**config.mk**
```make
export PLATFORM = sky130hd
export DESIGN_NAME = owcd_top
export DESIGN_NICKNAME = d
export VERILOG_FILES = /design/src/owcd_pkg.sv /design/src/owcd_top.sv
export VERILOG_INCLUDE_DIRS = /design/src
export SDC_FILE = /design/constraint.sdc
export NUM_CORES = 1
export LEC_CHECK = 0
export BUFFER_PORTS_ARGS = -buffer_cell sky130_fd_sc_hd__buf_2
export CAP_MARGIN = 40
export CORE_ASPECT_RATIO = 1.25
export CORE_MARGIN = 10
export CORE_UTILIZATION = 30
export CTS_BUF_LIST = sky130_fd_sc_hd__clkbuf_4 sky130_fd_sc_hd__clkbuf_8
export CTS_CLUSTER_DIAMETER = 150
export CTS_CLUSTER_SIZE = 25
export DETAILED_ROUTE_END_ITERATION = 10
export RECOVER_POWER = 100
export SYNTH_ARGS = -nofsm -noshare
export SYNTH_HDL_FRONTEND = slang
export SYNTH_SLANG_ARGS = --single-unit
export TNS_END_PERCENT = 1
```
**constraint.sdc**
```tcl
create_clock -name aclk -period 6.1 [get_ports aclk]
set_input_delay 0.61 -clock aclk [delete_from_list [all_inputs] [get_ports aclk]]
set_output_delay 0.61 -clock aclk [all_outputs]
set_load 0.05 [all_outputs]
```
**src/owcd_consts.svh**
```systemverilog
// constants for the oscillator and watchdog configuration decoder
// ---------------------------------------------------------------
// Summary of operation
// A code write-protect value of 1 leaves program memory writable, 0 blocks writes.
// Two-speed start-up 1 starts on the fast RC and switches to the chosen source when ready, 0 starts directly.
// The 3-bit initial source field selects one of eight clock sources.
// A new initial source takes effect at the next reset when switching is enabled, otherwise at once.
// The switching mode field enables clock switching and the fail-safe monitor as 1x none, 01 switch, 00 both.
// Outside the crystal modes the oscillator output pin is a clock output when its field is 1, else digital I/O.
// The 2-bit primary mode field selects disabled, high-speed crystal, standard crystal or external clock.
// Watchdog force enable 1 keeps the watchdog and low-power RC running whatever software does.
// Watchdog force enable 0 lets the software enable bit run or stop the watchdog and low-power RC.
// Window disable 1 selects non-window mode, 0 selects window mode.
// PLL lock wait 1 holds a switch to a PLL source until lock, 0 switches at once.
// Prescale select 1 gives 1:128, 0 gives 1:32.
// Postscaler code 1111 gives 1:32768 and 1110 gives 1:16384.
// Each lower postscaler code halves the ratio, down to 1:1 at code 0000.
// Fields load at reset and decoded outputs hold between reloads except for immediate writes.
// ---------------------------------------------------------------
`ifndef OWCD_CONSTS_SVH
`define OWCD_CONSTS_SVH
// AXI4-Lite byte offsets
`define OWCD_ADDR_SEGMENT 8'h00
`define OWCD_ADDR_OSCSEL 8'h04
`define OWCD_ADDR_OSCCFG 8'h08
`define OWCD_ADDR_WDOG 8'h0C
`define OWCD_ADDR_STATUS 8'h10
`define OWCD_ADDR_SWCTL 8'h14
// field positions in osc_select_word
`define OWCD_FNOSC_LSB 0
`define OWCD_TWO_SPEED_STARTUP_EN_BIT 7
// field positions in osc_config_word
`define OWCD_POSC_LSB 0
`define OWCD_OSCFN_BIT 2
`define OWCD_FCKSM_LSB 6
// field positions in wdog_config_word
`define OWCD_POST_LSB 0
`define OWCD_PRE_BIT 4
`define OWCD_WDOG_WINDOW_DISABLE_BIT 6
`define OWCD_WDOG_CONFIG_WORD_BIT 7
`define OWCD_PLLK_BIT 5
// axi responses
`define OWCD_RESP_OKAY 2'h0
`define OWCD_RESP_SLVERR 2'h2
// prescale ratios
`define OWCD_PRE_HI 8'h80
`define OWCD_PRE_LO 8'h20
`endif

```
**src/owcd_pkg.sv**
```systemverilog
// types for the oscillator and watchdog configuration decoder
package owcd_pkg;
  typedef enum logic [2:0] {
    OWCD_SRC_FRC = 3'h0,
    OWCD_SRC_FRC_PLL = 3'h1,
    OWCD_SRC_PRI = 3'h2,
    OWCD_SRC_PRI_PLL = 3'h3,
    OWCD_SRC_SEC = 3'h4,
    OWCD_SRC_LOW_POWER_INTERNAL_RC = 3'h5,
    OWCD_SRC_FRC_DIV16 = 3'h6,
    OWCD_SRC_FRC_POST = 3'h7
  } owcd_src_t;
  typedef enum logic [1:0] {
    OWCD_POSC_EXT = 2'h0,
    OWCD_POSC_XT = 2'h1,
    OWCD_POSC_HS = 2'h2,
    OWCD_POSC_OFF = 2'h3
  } owcd_posc_t;
  typedef enum logic [1:0] {
    OWCD_ST_IDLE = 2'h0,
    OWCD_ST_WAIT_LOCK = 2'h1,
    OWCD_ST_WAIT_READY = 2'h2
  } owcd_st_t;
  // raw configuration words as held in nonvolatile storage
  typedef struct packed {
    logic [7:0] segment_protect_word;
    logic [7:0] osc_select_word;
    logic [7:0] osc_config_word;
    logic [7:0] wdog_config_word;
  } owcd_cfg_t;
  // decoded controls seen by the oscillator and watchdog
  typedef struct packed {
    logic code_write_protect;
    logic two_speed_startup_en;
    owcd_src_t initial_osc_select;
    owcd_src_t active_source;
    logic switch_en;
    logic monitor_en;
    logic osc_out_clock;
    logic osc_out_gpio;
    owcd_posc_t primary_osc_mode;
    logic wdog_run;
    logic low_power_internal_rc_on;
    logic wdog_window_mode;
    logic pll_lock_wait_en;
    logic [7:0] prescale_ratio;
    logic [15:0] postscale_ratio;
  } owcd_ctl_t;
  typedef struct packed {
    owcd_cfg_t cfg;
    owcd_ctl_t ctl;
    owcd_st_t st;
    owcd_src_t pend_src;
    logic sw_wdog_enable;
    logic awv_seen;
    logic [7:0] awaddr_q;
    logic wv_seen;
    logic [31:0] wdata_q;
    logic [3:0] wstrb_q;
    logic bvalid;
    logic [1:0] bresp;
    logic rvalid;
    logic [31:0] rdata;
    logic [1:0] rresp;
    logic awready;
    logic wready;
    logic arready;
  } owcd_state_t;
endpackage : owcd_pkg

```
**src/owcd_top.sv**
```systemverilog
// oscillator and watchdog configuration decoder with AXI4-Lite access
`timescale 1ns/1ps
`default_nettype none
`include "owcd_consts.svh"
module owcd_top
  import owcd_pkg::*;
(
  input wire logic aclk,
  input wire logic aresetn,
  input wire owcd_cfg_t nv_cfg,
  input wire logic pll_locked,
  input wire logic src_ready,
  input wire logic [7:0] s_axi_awaddr,
  input wire logic s_axi_awvalid,
  output logic s_axi_awready,
  input wire logic [31:0] s_axi_wdata,
  input wire logic [3:0] s_axi_wstrb,
  input wire logic s_axi_wvalid,
  output logic s_axi_wready,
  output logic [1:0] s_axi_bresp,
  output logic s_axi_bvalid,
  input wire logic s_axi_bready,
  input wire logic [7:0] s_axi_araddr,
  input wire logic s_axi_arvalid,
  output logic s_axi_arready,
  output logic [31:0] s_axi_rdata,
  output logic [1:0] s_axi_rresp,
  output logic s_axi_rvalid,
  input wire logic s_axi_rready,
  output owcd_ctl_t ctl,
  output logic [1:0] clk_state
);

  // ---------------------------------------------------------------
  // decode helpers
  // ---------------------------------------------------------------

  // a source uses the pll when it is one of the two pll selections
  function automatic logic owcd_is_pll(input owcd_src_t s);
    owcd_is_pll = (s == OWCD_SRC_FRC_PLL) || (s == OWCD_SRC_PRI_PLL);
  endfunction : owcd_is_pll

  // full decode of the four configuration words into controls
  function automatic owcd_ctl_t owcd_decode(input owcd_cfg_t c,
      input logic sw_en, input owcd_src_t cur_src);
    owcd_ctl_t d;
    logic [3:0] post;
    d = '0;
    post = c.wdog_config_word[`OWCD_POST_LSB +: 4];
    d.code_write_protect = ~c.segment_protect_word[0];
    d.two_speed_startup_en = c.osc_select_word[`OWCD_TWO_SPEED_STARTUP_EN_BIT];
    d.initial_osc_select =
        owcd_src_t'(c.osc_select_word[`OWCD_FNOSC_LSB +: 3]);
    d.active_source = cur_src;
    d.switch_en = ~c.osc_config_word[`OWCD_FCKSM_LSB + 1];
    d.monitor_en = (c.osc_config_word[`OWCD_FCKSM_LSB +: 2] == 2'h0);
    d.primary_osc_mode =
        owcd_posc_t'(c.osc_config_word[`OWCD_POSC_LSB +: 2]);
    // crystal modes own the output pin, so neither clock nor gpio there
    if (d.primary_osc_mode == OWCD_POSC_XT ||
        d.primary_osc_mode == OWCD_POSC_HS) begin
      d.osc_out_clock = 1'b0;
      d.osc_out_gpio = 1'b0;
    end else begin
      d.osc_out_clock = c.osc_config_word[`OWCD_OSCFN_BIT];
      d.osc_out_gpio = ~c.osc_config_word[`OWCD_OSCFN_BIT];
    end
    if (c.wdog_config_word[`OWCD_WDOG_CONFIG_WORD_BIT]) begin
      d.wdog_run = 1'b1;
      d.low_power_internal_rc_on = 1'b1;
    end else begin
      d.wdog_run = sw_en;
      d.low_power_internal_rc_on = sw_en;
    end
    d.wdog_window_mode = ~c.wdog_config_word[`OWCD_WDOG_WINDOW_DISABLE_BIT];
    d.pll_lock_wait_en = c.wdog_config_word[`OWCD_PLLK_BIT];
    d.prescale_ratio = c.wdog_config_word[`OWCD_PRE_BIT] ?
        `OWCD_PRE_HI : `OWCD_PRE_LO;
    // power-of-two ladder: 1111 gives 32768, each step down halves
    d.postscale_ratio = 16'h0001 << post;
    owcd_decode = d;
  endfunction : owcd_decode

  owcd_state_t q;
  owcd_state_t next_q;
  owcd_src_t sel;
  logic [31:0] merged;
  logic [7:0] rd_word;
  logic loaded;

  // ---------------------------------------------------------------
  // next-state logic
  // ---------------------------------------------------------------

  // register writes, clock-source sequencer and read path
  always_comb begin
    next_q = q;
    sel = q.ctl.initial_osc_select;
    merged = '0;
    rd_word = 8'h00;

    // bus handshakes: take address and data in either order
    if (s_axi_awvalid && q.awready) begin
      next_q.awv_seen = 1'b1;
      next_q.awaddr_q = s_axi_awaddr;
      next_q.awready = 1'b0;
    end
    if (s_axi_wvalid && q.wready) begin
      next_q.wv_seen = 1'b1;
      next_q.wdata_q = s_axi_wdata;
      next_q.wstrb_q = s_axi_wstrb;
      next_q.wready = 1'b0;
    end
    if (s_axi_bvalid && s_axi_bready) begin
      next_q.bvalid = 1'b0;
      next_q.awready = 1'b1;
      next_q.wready = 1'b1;
    end

    // commit a write once both halves are held
    if (q.awv_seen && q.wv_seen && !q.bvalid) begin
      next_q.awv_seen = 1'b0;
      next_q.wv_seen = 1'b0;
      next_q.bvalid = 1'b1;
      next_q.bresp = `OWCD_RESP_OKAY;
      if (q.wstrb_q[0]) begin
        case (q.awaddr_q)
          `OWCD_ADDR_SEGMENT: begin
            next_q.cfg.segment_protect_word = q.wdata_q[7:0];
          end
          `OWCD_ADDR_OSCSEL: begin
            next_q.cfg.osc_select_word = q.wdata_q[7:0];
          end
          `OWCD_ADDR_OSCCFG: begin
            next_q.cfg.osc_config_word = q.wdata_q[7:0];
          end
          `OWCD_ADDR_WDOG: begin
            next_q.cfg.wdog_config_word = q.wdata_q[7:0];
          end
          `OWCD_ADDR_SWCTL: begin
            next_q.sw_wdog_enable = q.wdata_q[0];
          end
          `OWCD_ADDR_STATUS: begin
            next_q.bresp = `OWCD_RESP_OKAY;
          end
          default: begin
            next_q.bresp = `OWCD_RESP_SLVERR;
          end
        endcase
      end else if (q.awaddr_q > `OWCD_ADDR_SWCTL ||
          q.awaddr_q[1:0] != 2'h0) begin
        next_q.bresp = `OWCD_RESP_SLVERR;
      end
    end

    // first edge after reset: every word is reloaded from storage
    if (!loaded) begin
      next_q.cfg = nv_cfg;
    end

    // immediate decode; source select is held while switching is enabled
    next_q.ctl = owcd_decode(next_q.cfg, next_q.sw_wdog_enable,
        q.ctl.active_source);
    // a freshly loaded select is never held back
    if (loaded && q.ctl.switch_en) begin
      next_q.ctl.initial_osc_select = q.ctl.initial_osc_select;
    end
    sel = next_q.ctl.initial_osc_select;

    // sequencer toward the selected source
    case (q.st)
      OWCD_ST_IDLE: begin
        if (sel != q.ctl.active_source) begin
          next_q.pend_src = sel;
          // only a pll target with lock wait on parks in the lock state
          if (owcd_is_pll(sel) && next_q.ctl.pll_lock_wait_en) begin
            next_q.st = OWCD_ST_WAIT_LOCK;
          end else begin
            next_q.st = OWCD_ST_WAIT_READY;
          end
        end
      end
      OWCD_ST_WAIT_LOCK: begin
        // new decode used so state and lock-wait flag move together
        if (!owcd_is_pll(q.pend_src) || !next_q.ctl.pll_lock_wait_en ||
            pll_locked) begin
          next_q.st = OWCD_ST_WAIT_READY;
        end
      end
      OWCD_ST_WAIT_READY: begin
        if (src_ready) begin
          next_q.ctl.active_source = q.pend_src;
          next_q.st = OWCD_ST_IDLE;
        end
      end
      default: begin
        next_q.st = OWCD_ST_IDLE;
      end
    endcase

    // load edge: two-speed start sits on the fast rc, else on the choice
    if (!loaded) begin
      next_q.ctl.active_source = next_q.ctl.two_speed_startup_en ?
          OWCD_SRC_FRC : next_q.ctl.initial_osc_select;
      next_q.st = OWCD_ST_IDLE;
    end

    // read channel, one outstanding read
    if (s_axi_rvalid && s_axi_rready) begin
      next_q.rvalid = 1'b0;
      next_q.arready = 1'b1;
    end
    if (s_axi_arvalid && q.arready) begin
      next_q.arready = 1'b0;
      next_q.rvalid = 1'b1;
      next_q.rresp = `OWCD_RESP_OKAY;
      case (s_axi_araddr)
        `OWCD_ADDR_SEGMENT: rd_word = q.cfg.segment_protect_word;
        `OWCD_ADDR_OSCSEL: rd_word = q.cfg.osc_select_word;
        `OWCD_ADDR_OSCCFG: rd_word = q.cfg.osc_config_word;
        `OWCD_ADDR_WDOG: rd_word = q.cfg.wdog_config_word;
        `OWCD_ADDR_STATUS: begin
          rd_word = {q.ctl.wdog_run, q.ctl.low_power_internal_rc_on, q.st,
              q.ctl.active_source, 1'b0};
        end
        `OWCD_ADDR_SWCTL: rd_word = {7'h00, q.sw_wdog_enable};
        default: begin
          next_q.rresp = `OWCD_RESP_SLVERR;
        end
      endcase
      merged = {24'h000000, rd_word};
      next_q.rdata = merged;
    end
  end

  // ---------------------------------------------------------------
  // state register
  // ---------------------------------------------------------------

  // reset reloads words from storage one edge after release
  always_ff @(posedge aclk) begin
    if (!aresetn) begin
      q <= '0;
      q.awready <= 1'b1;
      q.wready <= 1'b1;
      q.arready <= 1'b1;
      q.st <= OWCD_ST_IDLE;
    end else begin
      q <= next_q;
    end
  end

  // storage load happens at the first edge after reset release
  always_ff @(posedge aclk) begin
    if (!aresetn) begin
      loaded <= 1'b0;
    end else begin
      loaded <= 1'b1;
    end
  end

  // ---------------------------------------------------------------
  // outputs, taken straight from flip-flops
  // ---------------------------------------------------------------
  owcd_ctl_t ctl_q;
  logic [1:0] st_q;
  always_ff @(posedge aclk) begin
    if (!aresetn) begin
      ctl_q <= '0;
      st_q <= 2'h0;
    end else begin
      // taken from the next state so the pins line up with the copy in q
      ctl_q <= next_q.ctl;
      st_q <= next_q.st;
    end
  end

  assign ctl = ctl_q;
  assign clk_state = st_q;
  assign s_axi_awready = q.awready;
  assign s_axi_wready = q.wready;
  assign s_axi_bvalid = q.bvalid;
  assign s_axi_bresp = q.bresp;
  assign s_axi_arready = q.arready;
  assign s_axi_rvalid = q.rvalid;
  assign s_axi_rdata = q.rdata;
  assign s_axi_rresp = q.rresp;

endmodule : owcd_top
`default_nettype wire
```
==> impl_metrics.json <==
{
  "antennaDiodeCount": 0,
  "end_kind": "flop",
  "wl_met3_microns": 1020,
  "drv_slew": 59,
  "grt_pass1_wl_microns": 22400,
  "route.met2.wl_microns": 7020,
  "area_growth_pct": 10.6,
  "hold_class": "in2reg",
  "max_freq_mhz": 278,
  "grt_max_degree": 86,
  "hold_buffers": 0,
  "finalSetupTns_ns": 0,
  "die-area_sq_um": 22100,
  "ant_nets": 0,
  "finalHoldViolCount": 0,
  "p_leak_uw": 0.00204,
  "synthCells": 574,
  "worst_ep_required_time_ns": 6.39,
  "start_util_pct": 30.7,
  "clkLatencyLatePin_ns": 0.38,
  "clk_pin_slew_ns": 0.11,
  "final_cell_mix": "102 x dfxtp_1, 66 x nor2_1, 64 x buf_2",
  "final_cell_count_no_fill": 871,
  "fp.dieH_microns": 164,
  "rsz0062_at_grt": "no",
  "drc": 0,
  "crit_type": "in2reg",
  "gp_congestion": 0.820,
  "tightest_slew_ns": 2.75,
  "track_usage_pct": 12.8,
  "drive_gt1_share_pct": 14.7,
  "wl_met1_microns": 6410,
  "numPortBuffers": 118,
  "critPathMaxFanout": 58,
  "grt_pass1_vias": 4165,
  "ys.flop_type": "dfxtp_1",
  "htreeDepth": 3,
  "die_x_microns": 135,
  "async_reset_ff_share_pct": 0,
  "total_power_uw": 1450,
  "clock_skew_ns": 0.0116,
  "synth_edf_count": 0,
  "ctsResizeCount": 0,
  "ir_drop_mv": 0.0999,
  "vias": 4127,
  "startpoint_type": "primary input",
  "antenna_found_initial": 1,
  "ys_types": 65,
  "status": "finished with violations",
  "min_period_ns": 3.60,
  "via_per_inst": 4.74,
  "cap_violations": 1,
  "cts_sinks": 103,
  "synth_area_sq_um": 4970,
  "arrival_ns": 3.88,
  "period_share_pct": 59.0,
  "dr.pass1.iters": 7,
  "nets": 743,
  "wl_per_cell_microns": 16.9,
  "yosysSeqAreaShare_pct": 41.5,
  "nFillCells": 1754,
  "clockRootBuffer": "clkbuf_8",
  "cts_tree": "yes",
  "ios": 178,
  "finish.utilization_pct": 33.9,
  "wl_microns": 14700,
  "slew_headroom_pct": -83.6,
  "synth-seq-cells": 103,
  "clock_path_buffers": 2,
  "dp_hpwl_microns": 11100,
  "overflow": 0,
  "synth.yosys.warnings": 0,
  "avgSynthCellArea_sq_um": 8.65,
  "violations": "capacitance limit, slew limit",
  "rows": 52,
  "p_per_area_nw_per_um2": 264,
  "final_common_cell": "dfxtp_1",
  "drt_iter0_markers": 243,
  "placed_cells": 855,
  "highest_layer": "met4",
  "finalSetupViolCount": 0,
  "fp.coreArea_sq_um": 16200,
  "cts_buffers": 9,
  "post-cts-setup-buffer-count": 0,
  "holdWs_ns": 0.432
}
[stage by stage]
stage,setup slack (ns),instance area (sq um)
floorplan,3.66,5080
global placement,3.46,5410
global route,2.20,5490
finish,2.50,5490
CTS,3.51,5600
detailed placement,3.48,5410
[synthesized netlist by cell type (3+ instances only)]
library cell	number	area, sq um
nand4b_1	3	26.3
nand3b_1	3	22.5
clkbuf_1	16	60.1
mux2i_1	35	350
nor4_1	4	25.0
nor3b_1	7	52.6
o22ai_1	7	43.8
nand2_1	54	203
nor2_1	66	248
o21ai_0	9	45.0
a22oi_1	11	82.6
nor2b_1	3	18.8
nor3_1	5	25.0
o21ai_1	10	50.1
nand2b_1	6	37.5
dfxtp_1	103	2060
a21oi_1	38	190
nand3_1	14	70.1
mux2_2	6	67.6
a2bb2oi_1	3	26.3
a211oi_1	22	165
a222oi_1	3	30.0
or2_2	3	18.8
buf_1	10	37.5
and3_1	4	25.0
and2_1	13	81.3
buf_4	58	435
inv_1	12	45.0
[area by class of cell]
class	count	area (sq um)	share of cell area [%]
Clock buffer	10	138	2.51
Clock inverter	6	50.0	0.911
Inverter	13	48.8	0.888
Multi-Input combinational cell	401	2380	43.3
Sequential cell	103	2060	37.6
Tap cell	216	270	4.92
Timing Repair Buffer	122	542	9.86
[final timing paths]
| check | from | endpoint | slack [ns] | depth (start not counted) |
|---|---|---|---|---|
| worst min register to register | q[83] | q[83] | 0.46 | 2 |
| worst max register to register | q[79] | q[88] | 2.71 | 7 |
| worst min-delay path | s_axi_wvalid | s_axi_wready | 0.43 | 2 |
| worst max-delay path | aresetn | ctl[27] | 2.50 | 5 |
[flip-flops by register name (all words and copies together) (netlist names)]
| name | cells |
|---|---|
| ctl | 30 |
| clk_state | 2 |
| s_axi_rdata | 8 |
| s_axi_awready | 1 |
| s_axi_bvalid | 1 |
| s_axi_wready | 1 |
| s_axi_rresp | 1 |
| s_axi_rvalid | 1 |
| s_axi_arready | 1 |
| loaded | 1 |
| s_axi_bresp | 1 |
| q | 55 |
[report_power, final]
part	switching [uW]	total, uW	internal [uW]
Clock	257	423	166
Sequential	37.0	749	712
Combinational	202	278	76.1
Total	496	1450	955
[kinds of logic after synthesis]
family,Yosys count,synth area share [%]
buffers and inverters,101,12.4
AOI/OAI and AO/OA,128,17.4
DFF,103,41.5
other,1,0.0755
xor gates and xnor gates,2,0.353
and+or+nand+nor,198,19.9
muxes,41,8.42
[critical path: stages]
cell	delay [ns]
clkbuf_1	0.50
inv_1	0.21
clkbuf_1	1.97
nor2_1	0.24
or2_1	0.33
[metal layers]
layer / global-route usage (%) / vias to the layer above
met5: 0 / -
met4: 4.31 / 0
met3: 3.67 / 13
met2: 21.8 / 144
met1: 15.2 / 1883
li1: - / 2087
Note: power is estimated with default switching activity, not from simulation.
